### src/design/an_status_pkg.sv
// Constants and carrier types for the negotiation status register bank
package an_status_pkg;

    // ------------------------------------------------------------
    // Register map
    // ------------------------------------------------------------
    localparam logic [4:0]  ADDR_PARTNER_ABILITY = 5'h05;
    localparam logic [4:0]  ADDR_EXPANSION       = 5'h06;

    // ------------------------------------------------------------
    // Field positions
    // ------------------------------------------------------------
    localparam int BIT_NEXT_PAGE      = 15;
    localparam int BIT_ACK            = 14;
    localparam int BIT_MESSAGE_PAGE   = 13;
    localparam int BIT_CAN_COMPLY     = 12;
    localparam int BIT_TOGGLE         = 11;
    localparam int EXP_BIT_PD_FAULT   = 4;
    localparam int EXP_BIT_LP_NP      = 3;
    localparam int EXP_BIT_LOCAL_NP   = 2;
    localparam int EXP_BIT_PAGE_RX    = 1;
    localparam int EXP_BIT_LP_AN      = 0;

    // ------------------------------------------------------------
    // Reset values
    // ------------------------------------------------------------
    localparam logic [15:0] RESET_PARTNER_ABILITY = 16'h0000;
    localparam logic [10:0] RESET_CODE            = 11'h000;
    localparam logic        LOCAL_NP_VALUE        = 1'b1;

    // Next page word received from the partner
    typedef struct packed {
        logic        next_page;
        logic        ack;
        logic        message_page_flag;
        logic        partner_can_comply;
        logic        toggle;
        logic [10:0] code;
    } next_page_word_s;

    // Register port request
    typedef struct packed {
        logic [4:0]  addr;
        logic [15:0] wdata;
        logic        wr;
        logic        rd;
    } reg_req_s;

endpackage

### src/design/in_sync.sv
// Two-flop synchroniser for levels arriving from outside the clock domain
`timescale 1ns/1ps
`default_nettype none
module in_sync
    import an_status_pkg::*;
#(
    parameter int W = 1
) (
    input  wire logic         sys_clk,
    input  wire logic         reset_n,
    input  wire logic         clk_en,
    input  wire logic [W-1:0] async_in,
    output logic      [W-1:0] sync_out
);
    logic [W-1:0] stage1;
    logic [W-1:0] next_stage1;
    logic [W-1:0] next_sync_out;

    always_comb begin
        next_stage1   = clk_en ? async_in : stage1;
        next_sync_out = clk_en ? stage1 : sync_out;
    end

    always_ff @(posedge sys_clk) begin
        if (!reset_n) begin
            stage1   <= '0;
            sync_out <= '0;
        end else begin
            stage1   <= next_stage1;
            sync_out <= next_sync_out;
        end
    end
endmodule
`default_nettype wire

### src/design/read_port.sv
// Register read multiplexer with one-cycle registered read data
`timescale 1ns/1ps
`default_nettype none
module read_port
    import an_status_pkg::*;
(
    input  wire logic        sys_clk,
    input  wire logic        reset_n,
    input  wire logic        clk_en,
    input  wire logic        rd,
    input  wire logic [4:0]  addr,
    input  wire logic [15:0] ability_value,
    input  wire logic [15:0] expansion_value,
    output logic      [15:0] rdata
);
    logic [15:0] next_rdata;

    always_comb begin
        next_rdata = rdata;
        if (clk_en) begin
            next_rdata = 16'h0000;
            if (rd) begin
                case (addr)
                    ADDR_PARTNER_ABILITY: next_rdata = ability_value;
                    ADDR_EXPANSION:       next_rdata = expansion_value;
                    default:              next_rdata = 16'h0000;
                endcase
            end
        end
    end

    always_ff @(posedge sys_clk) begin
        if (!reset_n) begin
            rdata <= 16'h0000;
        end else begin
            rdata <= next_rdata;
        end
    end
endmodule
`default_nettype wire

### src/design/an_status_regs.sv
// Negotiation next page partner ability and expansion status registers
`timescale 1ns/1ps
`default_nettype none
module an_status_regs
    import an_status_pkg::*;
(
    input  wire logic            sys_clk,
    input  wire logic            reset_n,
    input  wire logic            clk_en,
    input  wire logic [4:0]      reg_addr,
    input  wire logic [15:0]     reg_wdata,
    input  wire logic            reg_wr,
    input  wire logic            reg_rd,
    output logic      [15:0]     reg_rdata,
    input  wire logic            page_valid,
    input  wire next_page_word_s page_word,
    input  wire logic            ack_update,
    input  wire logic            ack_value,
    input  wire logic            pd_fault_in,
    input  wire logic            partner_np_in,
    input  wire logic            partner_an_in,
    output logic                 page_received
);
    // ------------------------------------------------------------
    // Status levels from the negotiation logic
    // ------------------------------------------------------------
    logic [2:0] status_sync;

    in_sync #(.W(3)) u_status_sync (
        .sys_clk  (sys_clk),
        .reset_n  (reset_n),
        .clk_en   (clk_en),
        .async_in ({pd_fault_in, partner_np_in, partner_an_in}),
        .sync_out (status_sync)
    );

    // ------------------------------------------------------------
    // Register state
    // ------------------------------------------------------------
    next_page_word_s ability;
    next_page_word_s next_ability;
    logic            pd_fault;
    logic            next_pd_fault;
    logic            partner_np;
    logic            next_partner_np;
    logic            partner_an;
    logic            next_partner_an;
    logic            next_page_received;
    logic            exp_read;
    logic [15:0]     ability_value;
    logic [15:0]     expansion_value;

    // Writes change nothing: both registers are read-only
    assign exp_read = clk_en && reg_rd && (reg_addr == ADDR_EXPANSION);

    always_comb begin
        next_ability       = ability;
        next_pd_fault      = pd_fault;
        next_partner_np    = partner_np;
        next_partner_an    = partner_an;
        next_page_received = page_received;
        if (clk_en) begin
            next_pd_fault   = status_sync[2];
            next_partner_np = status_sync[1];
            next_partner_an = status_sync[0];
            if (ack_update) begin
                next_ability.ack = ack_value;
            end
            if (page_valid) begin
                next_ability = page_word;
            end
            if (exp_read) begin
                next_page_received = 1'b0;
            end
            if (page_valid) begin
                next_page_received = 1'b1;
            end
        end
    end

    always_ff @(posedge sys_clk) begin
        if (!reset_n) begin
            ability       <= RESET_PARTNER_ABILITY;
            pd_fault      <= 1'b0;
            partner_np    <= 1'b0;
            partner_an    <= 1'b0;
            page_received <= 1'b0;
        end else begin
            ability       <= next_ability;
            pd_fault      <= next_pd_fault;
            partner_np    <= next_partner_np;
            partner_an    <= next_partner_an;
            page_received <= next_page_received;
        end
    end

    // ------------------------------------------------------------
    // Read values
    // ------------------------------------------------------------
    always_comb begin
        ability_value                   = 16'h0000;
        ability_value[BIT_NEXT_PAGE]    = ability.next_page;
        ability_value[BIT_ACK]          = ability.ack;
        ability_value[BIT_MESSAGE_PAGE] = ability.message_page_flag;
        ability_value[BIT_CAN_COMPLY]   = ability.partner_can_comply;
        ability_value[BIT_TOGGLE]       = ability.toggle;
        ability_value[10:0]             = ability.code;
        expansion_value                   = 16'h0000;
        expansion_value[EXP_BIT_PD_FAULT] = pd_fault;
        expansion_value[EXP_BIT_LP_NP]    = partner_np;
        expansion_value[EXP_BIT_LOCAL_NP] = LOCAL_NP_VALUE;
        expansion_value[EXP_BIT_PAGE_RX]  = page_received;
        expansion_value[EXP_BIT_LP_AN]    = partner_an;
    end

    read_port u_read_port (
        .sys_clk         (sys_clk),
        .reset_n         (reset_n),
        .clk_en          (clk_en),
        .rd              (reg_rd),
        .addr            (reg_addr),
        .ability_value   (ability_value),
        .expansion_value (expansion_value),
        .rdata           (reg_rdata)
    );

    // reg_wdata and reg_wr are accepted and ignored (read-only bank)
    logic unused_wr;
    assign unused_wr = reg_wr ^ (^reg_wdata);
endmodule
`default_nettype wire

### config.mk
export PLATFORM = sky130hd
export DESIGN_NAME = an_status_regs
export DESIGN_NICKNAME = d
export VERILOG_FILES = /design/src/design/an_status_pkg.sv /design/src/design/in_sync.sv /design/src/design/read_port.sv /design/src/design/an_status_regs.sv
export SDC_FILE = /design/constraint.sdc
export NUM_CORES = 1
export LEC_CHECK = 0
export BUFFER_PORTS_ARGS = -buffer_cell sky130_fd_sc_hd__buf_2
export CAP_MARGIN = 30
export CORE_ASPECT_RATIO = 0.5
export CORE_MARGIN = 4
export CORE_UTILIZATION = 46
export CTS_CLUSTER_DIAMETER = 80
export DETAILED_ROUTE_END_ITERATION = 10
export PLACE_DENSITY = 0.76
export SYNTH_ARGS = -nofsm -noshare
export SYNTH_HDL_FRONTEND = slang
export SYNTH_SLANG_ARGS = --single-unit
### constraint.sdc
create_clock -name sys_clk -period 1.6 [get_ports sys_clk]
set_clock_uncertainty 0.05 [all_clocks]
set_input_delay 0.24 -clock sys_clk [delete_from_list [all_inputs] [get_ports sys_clk]]
set_output_delay 0.24 -clock sys_clk [all_outputs]
set_load 0.01 [all_outputs]
==> reports/results.txt <==
result of the run - finished clean
Critical Path Source Type - flop
length of the first detailed-routing pass in iterations - 4
Period minus WS final - 1080 ps
synthesized-area fraction occupied by and/or/nand/nor cells - 0.202
post-synthesis instance area - 0.00169 mm2
crit path max fanout - 3
clock root cell - sky130_fd_sc_hd__clkbuf_8
clock network latency to the later pin of the worst-skew pair - 290 ps
overall track demand over capacity in global routing - 0.166
PwrDens - 1020 mW/mm2
setup bufs post-CTS - 0
number of cells upsized or downsized after cts - 0
biggest cell delay along the critical path - 360 ps
clock tree from TritonCTS - done
transition time of the tightest slew-check pin - 549 ps
width of the die - 93.7 um
WP data required - 1310 ps
highest ir drop seen on vdd - 419 uV
total number of nets in the final design - 267
HPWL after detailed placement - 2.55 mm
wire length of the first global-routing pass - 6.18 mm
cell with the most instances after synthesis - sky130_fd_sc_hd__dfxtp_1
crit path launch - page_received
final max-slew violation count - 0
Mapped Nets - 221
class of the most critical hold timing path - in -> reg
number of nets with antenna violations after detailed routing - 0
Avg Inst Size Synth - 9.76 um2
filler cell count - 310
post-route setup TNS - 0 ps
number of I/O pins - 65
leading cell types by total area after synthesis - sky130_fd_sc_hd__dfxtp_1 50%, sky130_fd_sc_hd__nor2b_1 8.1%, sky130_fd_sc_hd__a32oi_1 7.3%
Top delay family on crit path - flip-flops
initial standard-cell utilization of the core - 0.486
area growth from synthesis to layout - 22.0%
dominant cell type by area after synthesis - sky130_fd_sc_hd__dfxtp_1
Initial DRC Count - 62
core footprint - 0.00347 mm2
maximum buffer depth of the clock tree - 2
portion of synthesized cell area occupied by the leading cell type - 0.498
Arrival @ worst endpoint - 790 ps
DR vias - 1,346
multiplexer share of the synthesized area - 0.0593
worst reg2reg path startpoint - ability[2]
placed instance count - 263
total global routing overflow - 0
die extent in y - 50.9 um
post-synthesis share of cell area spent on full adders, half adders and majority gates - 0
number of clock sinks - 42
final period utilization - 0.676
Placement Rows - 15
Power, Total - 2.10 mW
endpoints failing setup - 0
via count of the first global-routing pass - 1,364
top flip-flop cell by instance count after synthesis - sky130_fd_sc_hd__dfxtp_1
CTS H-tree lvls - 2
Synth Area in Compound Gates - 0.188
Slowest cell on crit path - sky130_fd_sc_hd__dfxtp_1
Remaining DRCs - 0
clock-pin slew of the registers on the worst-case setup and hold paths - 80 ps
count of non-filler cells in the finished layout - 270
wirelength, routed - 3.63 mm
count of hold buffers inserted by post-cts repair - 0
library cells used by synthesis - 25
area of the die - 0.00476 mm2
Gate Count Post-Synth - 173
final hold violation count - 0
number of flops mapped to enable cells by yosys - 0
share of the yosys chip area belonging to registers - 0.498
critical path type - reg -> out
xor and xnor fraction of the mapped netlist area - 0
dominant combinational cell family by area after synthesis - simple AND/OR/NAND/NOR gates
Avg WL per Cell - 13.4 um
Synth async-reset ratio - 0
diodes inserted - 0
Critical Path End Type - primary output
Post-synth top cells - 42 x sky130_fd_sc_hd__dfxtp_1, 32 x sky130_fd_sc_hd__nand2_1, 22 x sky130_fd_sc_hd__nor2b_1
maximum number of pins on one net before global-route repair - 18
combined area of the multi-input logic cells - 759 um2
routability-driven placement congestion ratio - 0.742
critical-path cell list - buf_2
LEAKAGE - 0.868 nW
Crit path buffers/inverters - 1
post-synthesis sequential element count - 42
share of final-layout standard cells stronger than drive strength 1 - 0.279
via count normalized by instance count - 4.99
Max Fclk - 925 MHz
RSZ-0062 raised after global routing - no
yosys synthesis warning count - 0
hold wc startpoint - page_word[8]
Reg area - 841 um2
relative slew slack - 0.633
max cap viols - 0
# port buffers - 47
Inserted Clock Buffers - 5
initial antenna violation count - 0
-- sequential cells by signal, summed over array words and instances (netlist names) --
name                    count
page_received               1
u_read_port.rdata          16
pd_fault                    1
ability                    16
partner_np                  1
partner_an                  1
u_status_sync.stage1        3
u_status_sync.sync_out      3
-- per-stage QoR --
step | hold WS [ps] | cell area [um2] | setup WS, ps | utilization
6_report | 136 | 2060 | 519 | 0.594
5_1_grt | 124 | 2060 | 430 | 0.594
4_1_cts | 134 | 2060 | 512 | 0.594
3_5_place_dp | 405 | 1950 | 258 | 0.561
3_3_place_gp | 391 | 1950 | 243 | 0.561
2_1_floorplan | 311 | 1690 | 410 | -
-- per-layer routing --
metal / vias to the layer above / part of all wire / global-route usage
li1: 691 / - / -
met1: 628 / 0.47 / 0.204
met2: 21 / 0.48 / 0.280
met3: 6 / 0.038 / 0.0618
met4: 0 / 0.010 / 0.0360
met5: - / 0 / 0
-- power by group --
part	leakage (nW)	switching (mW)	total (mW)	internal, mW
clock	0.0573	0.344	0.843	0.499
sequential	0.341	0.0149	1.09	1.07
combinational	0.469	0.0840	0.163	0.0790
-- area by class of cell --
| cell class | count | share of cell area |
|---|---|---|
| flip-flops and latches | 42 | 0.408 |
| multi-input cells | 116 | 0.369 |
| repair buffers | 53 | 0.136 |
| clock buffers | 6 | 0.0401 |
| well taps | 51 | 0.0310 |
| clock inverters | 1 | 0.0146 |
| inverters | 1 | 0.00182 |
-- kinds of logic (layout without fill, tap and decap cells) --
family,Yosys count,in the layout
DFF,42,42
muxes,10,10
AOI/OAI and AO/OA,41,41
buffers and inverters,15,61
and+or+nand+nor,65,65
-- worst paths after layout --
check	to	slack, ps	cells after the start
setup reg to reg	u_read_port.rdata[2]	710	3
hold / removal	ability[8]	140	3
hold reg to reg	u_read_port.rdata[2]	410	2
setup / recovery	page_received	520	1
-- cells in the final DEF (no fill, tap or decap), drive strengths merged --
master and n:
inv 1, a21oi 1, a31oi 1, nand2 32
and4bb 2, a41oi 1, and2 1, buf 53
nor2b 22, and3b 3, bufinv 1, nand3 4
o21ai 2, a32oi 14, o211ai 1, mux2i 10
nand2b 1, o21a 1, clkbuf 6, a21boi 20
dfxtp 42
(Power assumes the default switching activity.)
